`src/common/temp_monitor_consts.svh`:
```
// offsets, field positions, reset values and timing counts of the temperature monitor core
`ifndef TEMP_MONITOR_CONSTS_SVH
`define TEMP_MONITOR_CONSTS_SVH

`define CLK_PERIOD_NS 100
`define CLK_HZ 10000000
`define NS_PER_MS 1000000
`define CONV_TIME_NS 31250000
`define CONV_CYC (`CONV_TIME_NS / `CLK_PERIOD_NS)
`define SMB_TIMEOUT_MIN_MS 25
`define SMB_TIMEOUT_MAX_MS 35
`define SMB_TO_CYC (((`SMB_TIMEOUT_MIN_MS + `SMB_TIMEOUT_MAX_MS) / 2) * `NS_PER_MS / `CLK_PERIOD_NS)
`define TACH_CLK_HZ 90000
`define TACH_DIV (`CLK_HZ / `TACH_CLK_HZ)
// the pin filter already drops one-cycle spikes, so smart tach asks for a longer high
`define TACH_SMART_MIN 3
`define TACH_FULL 16'hffff

`define A_LOCAL_TEMP 8'h00
`define A_REMOTE_HI 8'h04
`define A_REMOTE_LO 8'h08
`define A_CONFIG 8'h0c
`define A_STATUS 8'h10
`define A_SP_BASE 8'h14
`define A_SP_END 8'h3c
`define A_TACH_COUNT 8'h3c
`define A_IRQ_STATUS 8'h40
`define A_IRQ_MASK 8'h44

`define SP_LOCAL_HIGH 0
`define SP_REMOTE_HIGH_HI 1
`define SP_REMOTE_HIGH_LO 2
`define SP_REMOTE_LOW_HI 3
`define SP_REMOTE_LOW_LO 4
`define SP_CRITICAL 5
`define SP_HYSTERESIS 6
`define SP_OFFSET_HI 7
`define SP_OFFSET_LO 8
`define SP_RATE 9
`define SP_COUNT 10

`define CFG_CMP_MODE 0
`define CFG_SMART_TACH 1
`define CFG_TACH_SEL 2
`define CFG_PWM_SB_DIS 5
`define CFG_STANDBY 6
`define CFG_ALERT_MASK 7

`define ST_LOCAL_HIGH 0
`define ST_REMOTE_HIGH 1
`define ST_REMOTE_LOW 2
`define ST_CRITICAL 3
`define ST_OPEN 4
`define ST_BUSY 7

`define IRQ_CONV 0
`define IRQ_LIMIT 1
`define IRQ_TACH 2
`define IRQ_SMB_TO 3

`define RST_LOCAL_HIGH 8'h46
`define RST_REMOTE_HIGH 8'h46
`define RST_CRITICAL 8'h55
`define RST_HYSTERESIS 8'h04
`define RST_CONFIG 8'h00

`endif

```
`src/common/temp_monitor_pkg.sv`:
```
// types shared by the temperature monitor core
package temp_monitor_pkg;
  typedef enum logic [2:0] {
    CV_IDLE = 3'b001,
    CV_CONV = 3'b010,
    CV_WAIT = 3'b100
  } conv_state_t;
  typedef logic signed [17:0] wide_temp_t;
endpackage : temp_monitor_pkg

```
`src/design/pin_sync.sv`:
```
// three-stage pin synchroniser, output moves once stages two and three agree
`timescale 1ns/10ps
module pin_sync #(
  parameter logic RST_VAL = 1'b0
) (
  input wire logic clk,
  input wire logic rst_n,
  input wire logic pin,
  output logic level
);
  logic s1_q;
  logic s2_q;
  logic s3_q;

  always_ff @(posedge clk or negedge rst_n) begin
    if (!rst_n) begin
      s1_q <= RST_VAL;
      s2_q <= RST_VAL;
      s3_q <= RST_VAL;
      level <= RST_VAL;
    end else begin
      s1_q <= pin;
      s2_q <= s1_q;
      s3_q <= s2_q;
      if (s2_q == s3_q) begin
        level <= s3_q;
      end
    end
  end
endmodule : pin_sync

```
`src/design/smbus_timeout.sv`:
```
// bus-low watchdog that resets the serial interface and holds its drivers off
`timescale 1ns/10ps
module smbus_timeout #(
  parameter int unsigned TO_CYC = 300000
) (
  input wire logic clk,
  input wire logic rst_n,
  input wire logic scl,
  input wire logic sda,
  output logic to_pulse,
  output logic hold
);
  logic [31:0] low_cnt_q;

  // either line low counts; the hold lasts until both lines are seen high again
  always_ff @(posedge clk or negedge rst_n) begin
    if (!rst_n) begin
      low_cnt_q <= 32'h0;
      to_pulse <= 1'b0;
      hold <= 1'b0;
    end else begin
      to_pulse <= 1'b0;
      if (scl && sda) begin
        low_cnt_q <= 32'h0;
        hold <= 1'b0;
      end else if (low_cnt_q == TO_CYC - 1) begin
        low_cnt_q <= low_cnt_q + 32'h1;
        to_pulse <= 1'b1;
        hold <= 1'b1;
      end else if (low_cnt_q < TO_CYC) begin
        low_cnt_q <= low_cnt_q + 32'h1;
      end
    end
  end
endmodule : smbus_timeout

```
`src/design/temp_monitor_limit_alert_core.sv`:
```
// temperature monitor core: readings, offset, limit alerts, standby, tach, AHB-Lite registers
`timescale 1ns/10ps
`include "temp_monitor_consts.svh"

// Function
// - serial lines low past the timeout reset the interface and release both lines
// - each conversion compares local temperature against the local high limit
// - each conversion compares remote temperature against high, low and critical limits
// - alert when a reading is above high or critical, or below low
// - alert mask bit suppresses the alert output for every violation
// - hysteresis register widens the release point of each limit comparison
// - standby bit stops continuous conversions
// - a configuration bit chooses whether fan pwm runs during standby
// - local reading and every setpoint register are eight bits wide
// - remote reading is eleven bits left justified in a sixteen bit pair
// - signed remote offset pair is added to the remote reading
// - in tach mode the shared pin measures fan speed from tach pulses
// - smart tach mode ignores short pulses caused by switched fan power
// - in alert mode with alerts enabled a violation pulls the open-drain pin low
// - a conversion takes 31.25 ms; slower rates add idle time between them
// - each violation sets its status bit; any except busy or open drives alert
// - interrupt mode: status read clears bits and sets mask if any limit bit was set
module temp_monitor_limit_alert_core import temp_monitor_pkg::*; #(
  parameter int unsigned CONV_CYC = `CONV_CYC,
  parameter int unsigned SMB_TO_CYC = `SMB_TO_CYC
) (
  input wire logic hclk,
  input wire logic hresetn,
  input wire logic hsel,
  input wire logic [31:0] haddr,
  input wire logic [1:0] htrans,
  input wire logic hwrite,
  input wire logic [2:0] hsize,
  input wire logic [31:0] hwdata,
  input wire logic hready,
  output logic hreadyout,
  output logic [31:0] hrdata,
  output logic hresp,
  input wire logic [7:0] adc_local,
  input wire logic [10:0] adc_remote,
  input wire logic diode_open,
  input wire logic fan_pwm_req,
  output logic fan_pwm_o,
  output logic fan_pwm_oe,
  input wire logic smb_scl_i,
  input wire logic smb_scl_drive,
  output logic smb_scl_o,
  output logic smb_scl_oe,
  input wire logic smb_sda_i,
  input wire logic smb_sda_drive,
  output logic smb_sda_o,
  output logic smb_sda_oe,
  output logic smb_if_reset,
  input wire logic alert_tach_i,
  output logic alert_tach_o,
  output logic alert_tach_oe,
  output logic irq
);
  logic acc;
  logic ph_q;
  logic ack_q;
  logic wr_q;
  logic [7:0] addr_q;
  logic wr_en;
  logic rd_en;
  logic [7:0] rdata;
  logic [7:0] cfg_q;
  logic [7:0] sp_q [`SP_COUNT];
  logic sp_hit;
  logic [3:0] sp_idx;
  logic [7:0] local_temp_q;
  logic [15:0] remote_temp_q;
  logic [15:0] remote_sum;
  logic [4:0] status_q;
  logic [3:0] cond_q;
  logic [3:0] cond_d;
  logic status_clr;
  logic [3:0] irq_st_q;
  logic [3:0] irq_mask_q;
  logic [3:0] irq_ev;
  logic [3:0] w1c;
  conv_state_t cv_q;
  logic [31:0] cv_cnt_q;
  logic [31:0] wait_len;
  logic conv_end;
  logic busy;
  logic standby;
  logic scl_f;
  logic sda_f;
  logic tach_f;
  logic to_pulse;
  logic to_hold;
  logic tach_prev_q;
  logic [6:0] div_q;
  logic [1:0] hi_run_q;
  logic tach_edge;
  logic [15:0] per_q;
  logic [15:0] tach_count_q;
  wide_temp_t t_loc;
  wide_temp_t t_rem;
  wide_temp_t hy;

  pin_sync #(.RST_VAL(1'b1)) u_sync_scl (
    .clk(hclk), .rst_n(hresetn), .pin(smb_scl_i), .level(scl_f)
  );
  pin_sync #(.RST_VAL(1'b1)) u_sync_sda (
    .clk(hclk), .rst_n(hresetn), .pin(smb_sda_i), .level(sda_f)
  );
  pin_sync #(.RST_VAL(1'b0)) u_sync_tach (
    .clk(hclk), .rst_n(hresetn), .pin(alert_tach_i), .level(tach_f)
  );
  smbus_timeout #(.TO_CYC(SMB_TO_CYC)) u_timeout (
    .clk(hclk), .rst_n(hresetn), .scl(scl_f), .sda(sda_f),
    .to_pulse(to_pulse), .hold(to_hold)
  );

  // bus slave: one wait state on every transfer so reads always see prior writes
  assign acc = hsel & htrans[1] & hready;
  assign hreadyout = ~(ph_q & ~ack_q);
  assign hresp = 1'b0;
  assign wr_en = ph_q & ~ack_q & wr_q;
  assign rd_en = ph_q & ~ack_q & ~wr_q;

  always_ff @(posedge hclk or negedge hresetn) begin
    if (!hresetn) begin
      ph_q <= 1'b0;
      ack_q <= 1'b0;
      wr_q <= 1'b0;
      addr_q <= 8'h00;
    end else if (acc) begin
      ph_q <= 1'b1;
      ack_q <= 1'b0;
      wr_q <= hwrite;
      addr_q <= haddr[7:0];
    end else if (ph_q & ack_q) begin
      ph_q <= 1'b0;
      ack_q <= 1'b0;
    end else if (ph_q) begin
      ack_q <= 1'b1;
    end
  end

  assign sp_hit = (addr_q >= `A_SP_BASE) && (addr_q < `A_SP_END);
  assign sp_idx = 4'((addr_q - `A_SP_BASE) >> 2);

  always_comb begin
    rdata = 8'h00;
    if (sp_hit) begin
      rdata = sp_q[sp_idx];
    end else begin
      case (addr_q)
        `A_LOCAL_TEMP: rdata = local_temp_q;
        `A_REMOTE_HI: rdata = remote_temp_q[15:8];
        `A_REMOTE_LO: rdata = remote_temp_q[7:0];
        `A_CONFIG: rdata = cfg_q;
        `A_STATUS: rdata = {busy, 2'b00, status_q};
        `A_TACH_COUNT: rdata = tach_count_q[7:0];
        `A_IRQ_STATUS: rdata = {4'h0, irq_st_q};
        `A_IRQ_MASK: rdata = {4'h0, irq_mask_q};
        default: rdata = 8'h00;
      endcase
    end
  end

  always_ff @(posedge hclk or negedge hresetn) begin
    if (!hresetn) begin
      hrdata <= 32'h0;
    end else if (rd_en) begin
      hrdata <= (addr_q == `A_TACH_COUNT) ? {16'h0, tach_count_q} : {24'h0, rdata};
    end
  end

  // setpoint file, all eight-bit bytes; two's complement except rate and the low bytes
  always_ff @(posedge hclk or negedge hresetn) begin
    if (!hresetn) begin
      for (int i = 0; i < `SP_COUNT; i++) begin
        sp_q[i] <= 8'h00;
      end
      sp_q[`SP_LOCAL_HIGH] <= `RST_LOCAL_HIGH;
      sp_q[`SP_REMOTE_HIGH_HI] <= `RST_REMOTE_HIGH;
      sp_q[`SP_CRITICAL] <= `RST_CRITICAL;
      sp_q[`SP_HYSTERESIS] <= `RST_HYSTERESIS;
    end else if (wr_en && sp_hit) begin
      sp_q[sp_idx] <= hwdata[7:0];
    end
  end

  // status read in interrupt mode clears, and masks if a limit bit was set
  assign status_clr = rd_en && (addr_q == `A_STATUS) && !cfg_q[`CFG_CMP_MODE];

  always_ff @(posedge hclk or negedge hresetn) begin
    if (!hresetn) begin
      cfg_q <= `RST_CONFIG;
    end else if (wr_en && (addr_q == `A_CONFIG)) begin
      cfg_q <= hwdata[7:0];
    end else if (status_clr && |status_q[3:0]) begin
      cfg_q[`CFG_ALERT_MASK] <= 1'b1;
    end
  end

  // conversion sequencer; idle gap is (2^rate - 1) conversion times
  assign standby = cfg_q[`CFG_STANDBY];
  assign busy = (cv_q == CV_CONV);
  assign wait_len = (CONV_CYC << sp_q[`SP_RATE][2:0]) - CONV_CYC;
  assign conv_end = busy && !standby && (cv_cnt_q == CONV_CYC - 1);

  always_ff @(posedge hclk or negedge hresetn) begin
    if (!hresetn) begin
      cv_q <= CV_IDLE;
      cv_cnt_q <= 32'h0;
    end else begin
      case (cv_q)
        CV_IDLE: begin
          cv_cnt_q <= 32'h0;
          if (!standby) begin
            cv_q <= CV_CONV;
          end
        end
        CV_CONV: begin
          if (standby) begin
            cv_q <= CV_IDLE;
          end else if (cv_cnt_q == CONV_CYC - 1) begin
            cv_cnt_q <= 32'h0;
            cv_q <= (wait_len == 32'h0) ? CV_CONV : CV_WAIT;
          end else begin
            cv_cnt_q <= cv_cnt_q + 32'h1;
          end
        end
        CV_WAIT: begin
          if (standby) begin
            cv_q <= CV_IDLE;
          // >= so that a rate cut in mid-wait cannot strand the count past the end
          end else if (cv_cnt_q + 32'h1 >= wait_len) begin
            cv_cnt_q <= 32'h0;
            cv_q <= CV_CONV;
          end else begin
            cv_cnt_q <= cv_cnt_q + 32'h1;
          end
        end
        default: begin
          cv_q <= CV_IDLE;
          cv_cnt_q <= 32'h0;
        end
      endcase
    end
  end

  // offset pair is an eleven-bit signed value left justified like the reading
  assign remote_sum = ({adc_remote, 5'h00} +
                       {sp_q[`SP_OFFSET_HI], sp_q[`SP_OFFSET_LO][7:5], 5'h00});

  // all compares run in a common signed 18-bit scale, integer degrees in bits 15:8
  assign t_loc = {{2{adc_local[7]}}, adc_local, 8'h00};
  assign t_rem = {{2{remote_sum[15]}}, remote_sum};
  assign hy = {{2{sp_q[`SP_HYSTERESIS][7]}}, sp_q[`SP_HYSTERESIS], 8'h00};

  // once tripped, a limit holds until the reading is past the limit by the hysteresis
  function automatic logic above(input wide_temp_t t, input wide_temp_t lim,
                                 input wide_temp_t h, input logic prev);
    above = prev ? (t > lim - h) : (t > lim);
  endfunction : above

  function automatic logic below(input wide_temp_t t, input wide_temp_t lim,
                                 input wide_temp_t h, input logic prev);
    below = prev ? (t < lim + h) : (t < lim);
  endfunction : below

  always_comb begin
    cond_d[`ST_LOCAL_HIGH] = above(t_loc,
      {{2{sp_q[`SP_LOCAL_HIGH][7]}}, sp_q[`SP_LOCAL_HIGH], 8'h00},
      hy, cond_q[`ST_LOCAL_HIGH]);
    cond_d[`ST_REMOTE_HIGH] = above(t_rem,
      {{2{sp_q[`SP_REMOTE_HIGH_HI][7]}}, sp_q[`SP_REMOTE_HIGH_HI], sp_q[`SP_REMOTE_HIGH_LO]},
      hy, cond_q[`ST_REMOTE_HIGH]);
    cond_d[`ST_REMOTE_LOW] = below(t_rem,
      {{2{sp_q[`SP_REMOTE_LOW_HI][7]}}, sp_q[`SP_REMOTE_LOW_HI], sp_q[`SP_REMOTE_LOW_LO]},
      hy, cond_q[`ST_REMOTE_LOW]);
    cond_d[`ST_CRITICAL] = above(t_rem,
      {{2{sp_q[`SP_CRITICAL][7]}}, sp_q[`SP_CRITICAL], 8'h00},
      hy, cond_q[`ST_CRITICAL]);
  end

  always_ff @(posedge hclk or negedge hresetn) begin
    if (!hresetn) begin
      local_temp_q <= 8'h00;
      remote_temp_q <= 16'h0000;
      cond_q <= 4'h0;
    end else if (conv_end) begin
      local_temp_q <= adc_local;
      remote_temp_q <= {remote_sum[15:5], 5'h00};
      cond_q <= cond_d;
    end
  end

  // comparator mode mirrors the conditions; interrupt mode is sticky and read-cleared
  always_ff @(posedge hclk or negedge hresetn) begin
    if (!hresetn) begin
      status_q <= 5'h00;
    end else if (cfg_q[`CFG_CMP_MODE]) begin
      if (conv_end) begin
        status_q <= {diode_open, cond_d};
      end
    end else begin
      // a conversion landing on the clearing read wins
      status_q <= (status_clr ? 5'h00 : status_q) |
                  (conv_end ? {diode_open, cond_d} : 5'h00);
    end
  end

  // shared pin: alert open-drain or tach input
  always_ff @(posedge hclk or negedge hresetn) begin
    if (!hresetn) begin
      alert_tach_oe <= 1'b0;
    end else begin
      alert_tach_oe <= !cfg_q[`CFG_TACH_SEL] && !cfg_q[`CFG_ALERT_MASK] &&
                       |status_q[3:0];
    end
  end
  assign alert_tach_o = 1'b0;

  // tach period counted in ticks of the slow counter clock, saturating at full scale
  assign tach_edge = cfg_q[`CFG_TACH_SEL] && (cfg_q[`CFG_SMART_TACH] ?
    (tach_f && hi_run_q == 2'(`TACH_SMART_MIN - 1)) : (tach_f && !tach_prev_q));

  always_ff @(posedge hclk or negedge hresetn) begin
    if (!hresetn) begin
      tach_prev_q <= 1'b0;
      hi_run_q <= 2'h0;
      div_q <= 7'h00;
    end else begin
      tach_prev_q <= tach_f;
      div_q <= (div_q == 7'(`TACH_DIV - 1)) ? 7'h00 : div_q + 7'h01;
      // short highs from pwm-chopped fan power never reach the run length
      if (!tach_f) begin
        hi_run_q <= 2'h0;
      end else if (hi_run_q != 2'(`TACH_SMART_MIN)) begin
        hi_run_q <= hi_run_q + 2'h1;
      end
    end
  end

  always_ff @(posedge hclk or negedge hresetn) begin
    if (!hresetn) begin
      per_q <= 16'h0000;
      tach_count_q <= `TACH_FULL;
    end else if (tach_edge) begin
      tach_count_q <= per_q;
      per_q <= 16'h0000;
    end else if (div_q == 7'h00 && per_q != `TACH_FULL) begin
      per_q <= per_q + 16'h0001;
    end
  end

  // fan pwm and serial line drivers
  always_ff @(posedge hclk or negedge hresetn) begin
    if (!hresetn) begin
      fan_pwm_oe <= 1'b0;
      smb_scl_oe <= 1'b0;
      smb_sda_oe <= 1'b0;
    end else begin
      fan_pwm_oe <= fan_pwm_req && !(standby && cfg_q[`CFG_PWM_SB_DIS]);
      smb_scl_oe <= smb_scl_drive && !to_hold;
      smb_sda_oe <= smb_sda_drive && !to_hold;
    end
  end
  assign fan_pwm_o = 1'b0;
  assign smb_scl_o = 1'b0;
  assign smb_sda_o = 1'b0;
  assign smb_if_reset = to_pulse;

  // interrupt status: write one to clear, a new event in the same cycle wins
  assign irq_ev = {to_pulse, tach_edge, conv_end && |cond_d, conv_end};
  assign w1c = (wr_en && addr_q == `A_IRQ_STATUS) ? hwdata[3:0] : 4'h0;

  always_ff @(posedge hclk or negedge hresetn) begin
    if (!hresetn) begin
      irq_st_q <= 4'h0;
      irq_mask_q <= 4'h0;
      irq <= 1'b0;
    end else begin
      irq_st_q <= (irq_st_q & ~w1c) | irq_ev;
      if (wr_en && addr_q == `A_IRQ_MASK) begin
        irq_mask_q <= hwdata[3:0];
      end
      irq <= |(irq_st_q & irq_mask_q);
    end
  end
endmodule : temp_monitor_limit_alert_core

```
`config.mk`:
```
export PLATFORM = sky130hd
export DESIGN_NAME = temp_monitor_limit_alert_core
export DESIGN_NICKNAME = d
export VERILOG_FILES = /design/src/common/temp_monitor_pkg.sv /design/src/design/pin_sync.sv /design/src/design/smbus_timeout.sv /design/src/design/temp_monitor_limit_alert_core.sv
export VERILOG_INCLUDE_DIRS = /design/src /design/src/common
export SDC_FILE = /design/constraint.sdc
export NUM_CORES = 1
export LEC_CHECK = 0
export BUFFER_PORTS_ARGS = -buffer_cell sky130_fd_sc_hd__buf_2
export CAP_MARGIN = 20
export CORE_AREA = 2 2 233 235
export DETAILED_ROUTE_END_ITERATION = 16
export DIE_AREA = 0 0 235 237
export GPL_ROUTABILITY_DRIVEN = 0
export HOLD_SLACK_MARGIN = 0.08
export PLACE_DENSITY_LB_ADDON = 0.2
export SYNTH_ARGS = -nofsm -noshare
export SYNTH_HDL_FRONTEND = slang
export SYNTH_SLANG_ARGS = --single-unit
export TNS_END_PERCENT = 1
```
`constraint.sdc`:
```
create_clock -name hclk -period 4.9 [get_ports hclk]
set_input_delay 0 -clock hclk [delete_from_list [all_inputs] [get_ports hclk]]
set_output_delay 0 -clock hclk [all_outputs]
set_load 0.05 [all_outputs]
```
==> reports/summary.txt, run 1 <==
CTS Buf Count: 34
Core Footprint: 0.0533 sq mm
DP Cell Count: 2555
leakage dissipation: 9.77 nW
TritonCTS clock tree: done
vias per inst: 5.29
RSZ-0062 raised after global routing: no
Yosys reg bits: 279
ys async rst share: 1.00
Post-synth EDFFs: 0
final WL: 51100 um
Post-Layout Inst Area: 0.0211 sq mm
first-pass GRT wire length: 80100 um
TNS Setup: 0 ps
FP Rows: 85
first drt pass iteration count: 5
vias in the first global route: 13900
PwrDens: 329 mW/mm^2
ranking of synthesized cells by area: dfrtp_1 33%, ha_1 11%, mux2_2 6.5%, dfstp_2 5.1%, xor2_1 2.9%
Die X: 235 um
register area share after synthesis: 0.380
CP max FO: 18
die footprint: 0.0557 sq mm
Final HPWL DP: 38300 um
CP Launch Type: register
Area after DPL: 0.0196 sq mm
worst slew pin tran: 1110 ps
fillers: 5258
relative slew slack: 0.254
Synth Cell Area: 0.0185 sq mm
Final nets: 2202
Overall Power: 6.93 mW
Post-Syn Area per Cell: 10.1 sq um
most common cell after layout, fill and taps aside: dfrtp_1
# DRC: 0
crit path capture type: register
Syn. warnings: 0
final setup margin: 379 ps
clock latency on the worst-skew pair: 540 ps
crit path kind: register to register
crit share post-route: 0.923
cell taking the most area after synthesis: dfrtp_1
Max Fclk: 221 MHz
Detail Route Antenna Nets: 0
# H-tree levels: 2
fin crit period: 4520 ps
root buffer cell: clkbuf_16
Post-Syn Instances: 1836
Hold WC Path Type: primary input to async pin
Setup Buffers After CTS: 0
post-synthesis cell type count: 86
VDD IR max: 0.156 mV
IO buf count: 70
register area: 0.00703 sq mm
initial DRC count: 926
multi-input logic area: 0.0107 sq mm
Yosys top cell area share: 0.329
Clock Tree Buf Depth: 3
setup slack after placement: 210 ps
Setup Viol. Count Final: 0
initial core utilization: 0.347
maxcap violations: 0
Area growth, synth to finish: 13.9%
GRT overflow: 0
Final Instance Count excl. Fillers: 2651
clock skew: 19.9 ps
Vias: 14000
Total GRT Usage: 0.183
die height: 237 um
CP arrival: 4940 ps
worst path required time: 5320 ps
final-report hold violation count: 0
routed len/inst: 19.3 um
IO Pins: 144
status: completed
clock slew at reported path FFs: 60 ps
largest net degree at the start of global routing: 93
share of cells above drive strength 1: 0.189
ys flop type: dfrtp_1
CTS Sinks: 279
most frequent cells in the layout: 243 x dfrtp_1, 168 x ha_1, 142 x nand2_1
Slew Viols, Final: 0
initial antenna violation count: 2
## what timing repair did
| item | in CTS | in global routing |
|---|---|---|
| endpoints found under the hold margin | 209 | 0 |
| setup endpoints to repair | 0 | 5 |
| gates resized for setup | 0 | 1 |
| hold buffers | 34 | 0 |
## power by group
group          internal [mW]  total (mW)  switching, mW
registers               2.45        2.58          0.135
clock network           1.53        2.55           1.02
logic                  0.694        1.80           1.10
## path summary, 6_finish.rpt
check	slack [ps]	to	from	cells after the start
max	380	cv_cnt_q[29]$_DFFE_PN0P_	sp_q[1]$_DFFE_PN0P_	17
min	100	cv_cnt_q[13]$_DFFE_PN0P_	hresetn	2
max reg2reg	380	cv_cnt_q[29]$_DFFE_PN0P_	sp_q[1]$_DFFE_PN0P_	17
min reg2reg	350	u_sync_sda.s2_q$_DFF_PN1_	u_sync_sda.s1_q$_DFF_PN1_	0
max in group asynchronous	3600	addr_q[3]$_DFFE_PN0P_	hresetn	3
min in group hclk	110	u_sync_scl.s1_q$_DFF_PN1_	smb_scl_i	2
## cell type report
class	count	area share
diodes	1	0.000119
repair buffers	136	0.0453
inverters	97	0.0173
multi-input cells	1381	0.508
flip-flops and latches	279	0.334
clock buffers	46	0.0450
well taps	696	0.0414
clock inverters	15	0.00891
## cells by family after synthesis
group / synth area share
adders and majority gates: 0.121
xor gates and xnor gates: 0.0512
and+or+nand+nor: 0.166
muxes: 0.117
other: 0.000203
AOI/OAI and AO/OA: 0.119
buffers and inverters: 0.0462
DFF: 0.380
## stage by stage
step                      hold slack [ps]  utilization
after floorplan                      -296            -
after global placement               91.3        0.367
after detailed placement             97.9        0.367
after CTS                            83.5        0.395
after global routing                  108        0.395
final                                99.8        0.395
## synth_stat cells, drive strengths merged, types with 10 or more instances
master and number:
nor3 32, and4 16, xor2 61, a21oi 71, a22o 23, nor3b 11
nand2 146, o211ai 10, dfstp 36, a21o 30, nand2b 19, nor4 16
nor2 116, a221oi 10, ha 168, mux4 16, nand4 37, inv 97
and3 30, a211oi 11, nor2b 26, buf 45, clkbuf 54, xnor2 47
dfrtp 243, o21a 14, mux2i 29, o21ai 75, nand3 61, a31oi 12
and2 27, mux2 129
## worst max-delay path, cell delays in order (launching register included)
cell,delay (ps)
dfrtp_1,370
buf_4,200
ha_1,300
nor4_1,400
a21o_1,180
a21oi_1,80
nor3_1,280
o21ai_1,190
a21o_1,210
nor2b_1,130
ha_1,310
nand4_1,130
nor3b_1,290
o2111a_1,240
a211oi_1,120
o21ai_4,460
nand2_1,220
a31o_2,290
## state kept, by name, summed over array words and instances (netlist names), 2 cells and up
signal / flops
remote_temp_q: 11
hy: 8
cv_cnt_q: 32
div_q: 7
status_q: 5
per_q: 16
sp_q: 72
u_timeout.low_cnt_q: 32
cond_q: 4
hrdata: 16
hi_run_q: 2
irq_mask_q: 4
tach_count_q: 16
local_temp_q: 8
cfg_q: 8
cv_q: 3
addr_q: 8
irq_st_q: 4
## layer usage
layer / routed length (um) / global-route usage / vias up / part of all wire
li1: - / - / 6771 / -
met1: 23500 / 0.241 / 6897 / 0.46
met2: 24100 / 0.306 / 273 / 0.47
met3: 1850 / 0.0230 / 82 / 0.036
met4: 1680 / 0.0689 / 0 / 0.033
met5: 0 / 0 / - / 0
Note: power is estimated with default switching activity, not from simulation.
==> inputs of run 2 (changes only) <==
CORE_AREA = 2 2 192 194   (was 2 2 233 235)
CTS_CLUSTER_DIAMETER = 40   (was unset)
DIE_AREA = 0 0 194 196   (was 0 0 235 237)
==> run 2 against run 1 <==
  * Register-to-register slack is essentially flat
  * Utilization increased by 19 points
  * Final area rose by 0.78%
  * Die area decreased by 32%
  * Critical path depth is 2 higher
  * Critical endpoint is now cv_cnt_q[31]$_DFFE_PN0P_
  * Highest routed layer unchanged
==> reports/summary.txt, run 2 (synthesized netlist as in run 1, its figures left out) <==
initial DRC count: 967
clock latency on the worst-skew pair: 560 ps
Core Footprint: 0.0361 sq mm
CTS Buf Count: 45
GRT overflow: 0
most common cell after layout, fill and taps aside: dfrtp_1
die footprint: 0.0380 sq mm
Hold WC Path Type: primary input to register
maxcap violations: 0
Setup Buffers After CTS: 0
Final HPWL DP: 34900 um
Detail Route Antenna Nets: 0
most frequent cells in the layout: 243 x dfrtp_1, 168 x ha_1, 142 x nand2_1
final-report hold violation count: 0
worst path required time: 5350 ps
worst setup path end: cv_cnt_q[31]$_DFFE_PN0P_
biggest regs: sp_q x72, cv_cnt_q x32, u_timeout.low_cnt_q x32
# H-tree levels: 2
Max Fclk: 221 MHz
clock skew: 11.1 ps
vias per inst: 5.86
crit share post-route: 0.923
first-pass GRT wire length: 77200 um
crit path kind: register to register
# diodes: 0
fin crit period: 4520 ps
Slew Viols, Final: 0
first drt pass iteration count: 7
leakage dissipation: 9.98 nW
PwrDens: 357 mW/mm^2
die height: 196 um
crit path capture type: register
# DRC: 0
FP Rows: 70
Final nets: 2217
reg-to-reg endpoint: cv_cnt_q[31]$_DFFE_PN0P_
root buffer cell: clkbuf_16
Reg with most FFs: sp_q
flop2flop setup slack: 380 ps
R2R cell count: 19
VDD IR max: 0.311 mV
CP arrival: 4970 ps
Total GRT Usage: 0.256
clock slew at reported path FFs: 50 ps
share of cells above drive strength 1: 0.199
Setup Viol. Count Final: 0
RSZ-0062 raised after global routing: no
Vias: 14400
IO buf count: 70
max FFs per register: 72
Post-Layout Inst Area: 0.0212 sq mm
IO Pins: 144
worst r2r src: sp_q[1]$_DFFE_PN0P_
Crit. Startpoint: sp_q[1]$_DFFE_PN0P_
CTS Sinks: 279
initial antenna violation count: 0
TNS Setup: 0 ps
CP max FO: 18
CP Launch Type: register
Clock Tree Buf Depth: 3
routed len/inst: 19.7 um
initial core utilization: 0.512
fillers: 3092
status: completed
vias in the first global route: 14200
Die X: 194 um
relative slew slack: 0.237
Area growth, synth to finish: 14.8%
Area after DPL: 0.0193 sq mm
worst slew pin tran: 1140 ps
TritonCTS clock tree: done
largest net degree at the start of global routing: 127
final WL: 48300 um
-- run 2: changes by cell type in the layout (fill, tap and decap cells not counted), moves of 3 or more --
cell and change:
buf_4 -3, clkbuf_1 -6, clkbuf_16 +12, clkinv_2 +5
clkinvlp_4 +4, dlygate4sd3_1 +6, inv_6 +6, inv_8 +3
-- run 2: per-layer routing --
layer | wire (um) | track usage | share of wire | vias to the layer above
li1 | - | - | - | 6827
met2 | 22900 | 0.428 | 0.47 | 353
met1 | 21500 | 0.332 | 0.44 | 7056
met5 | 0 | 0 | 0 | -
met3 | 1930 | 0.0390 | 0.040 | 119
met4 | 2050 | 0.108 | 0.042 | 0
-- run 2: how the worst min path moves through the flow --
| stage | start | to | slack [ps] | cells past startpoint |
|---|---|---|---|---|
| final | adc_remote[1] | remote_temp_q[6]$_DFFE_PN0P_ | 160 | 3 |
| after global routing | adc_remote[1] | remote_temp_q[6]$_DFFE_PN0P_ | 140 | 3 |
| after CTS | adc_remote[1] | remote_temp_q[6]$_DFFE_PN0P_ | 130 | 3 |
| after detailed placement | hresetn | cv_cnt_q[13]$_DFFE_PN0P_ | 20 | 1 |
| after global placement | hresetn | cv_cnt_q[13]$_DFFE_PN0P_ | 10 | 1 |
| after floorplan | hresetn | ack_q$_DFFE_PN0P_ | -300 | 0 |
-- run 2: area by class of cell --
class	count	area, sq um	area share
well taps	468	586	0.0276
multi-input cells	1381	10700	0.504
inverters	97	364	0.0172
repair buffers	140	1020	0.0480
clock inverters	32	327	0.0154
flip-flops and latches	279	7030	0.331
clock buffers	51	1210	0.0571
-- run 2: stage by stage --
step           total power [mW]  setup WS [ps]  cells  hold slack [ps]   util
6_report                   7.58            378   2448              158  0.588
5_1_grt                    7.93           52.9   2448              144  0.588
4_1_cts                    7.63            436   2448              126  0.588
3_5_place_dp               4.36            473   2324             18.0  0.534
3_3_place_gp               4.30            485   2322             12.3  0.533
2_1_floorplan              3.83            527   1856             -296      -
-- run 2: what timing repair did --
item	in CTS	in global routing
hold endpoints to repair	197	0
resized for setup	0	0
endpoints found under the setup margin	0	0
hold buffers	41	0
-- run 2: worst max-delay path, cell delays in order (launching register included) --
cell      delay, ps
dfrtp_1         340
buf_4           230
ha_1            330
buf_4           210
nor2b_1         190
a21o_1          190
a21oi_1          80
nor3_1          290
o21ai_1         190
a21o_1          200
nor2b_1         130
ha_1            300
nand4_1         140
nor3b_1         300
o2111a_1        230
a211oi_1        100
o21ai_2         440
buf_4           240
o21ai_0         100
a21o_1          210
-- run 2: report_power, final --
part | total [mW] | switching (mW) | internal [mW]
Clock | 3.22 | 1.20 | 2.02
Combinational | 1.78 | 1.08 | 0.696
Sequential | 2.58 | 0.131 | 2.45
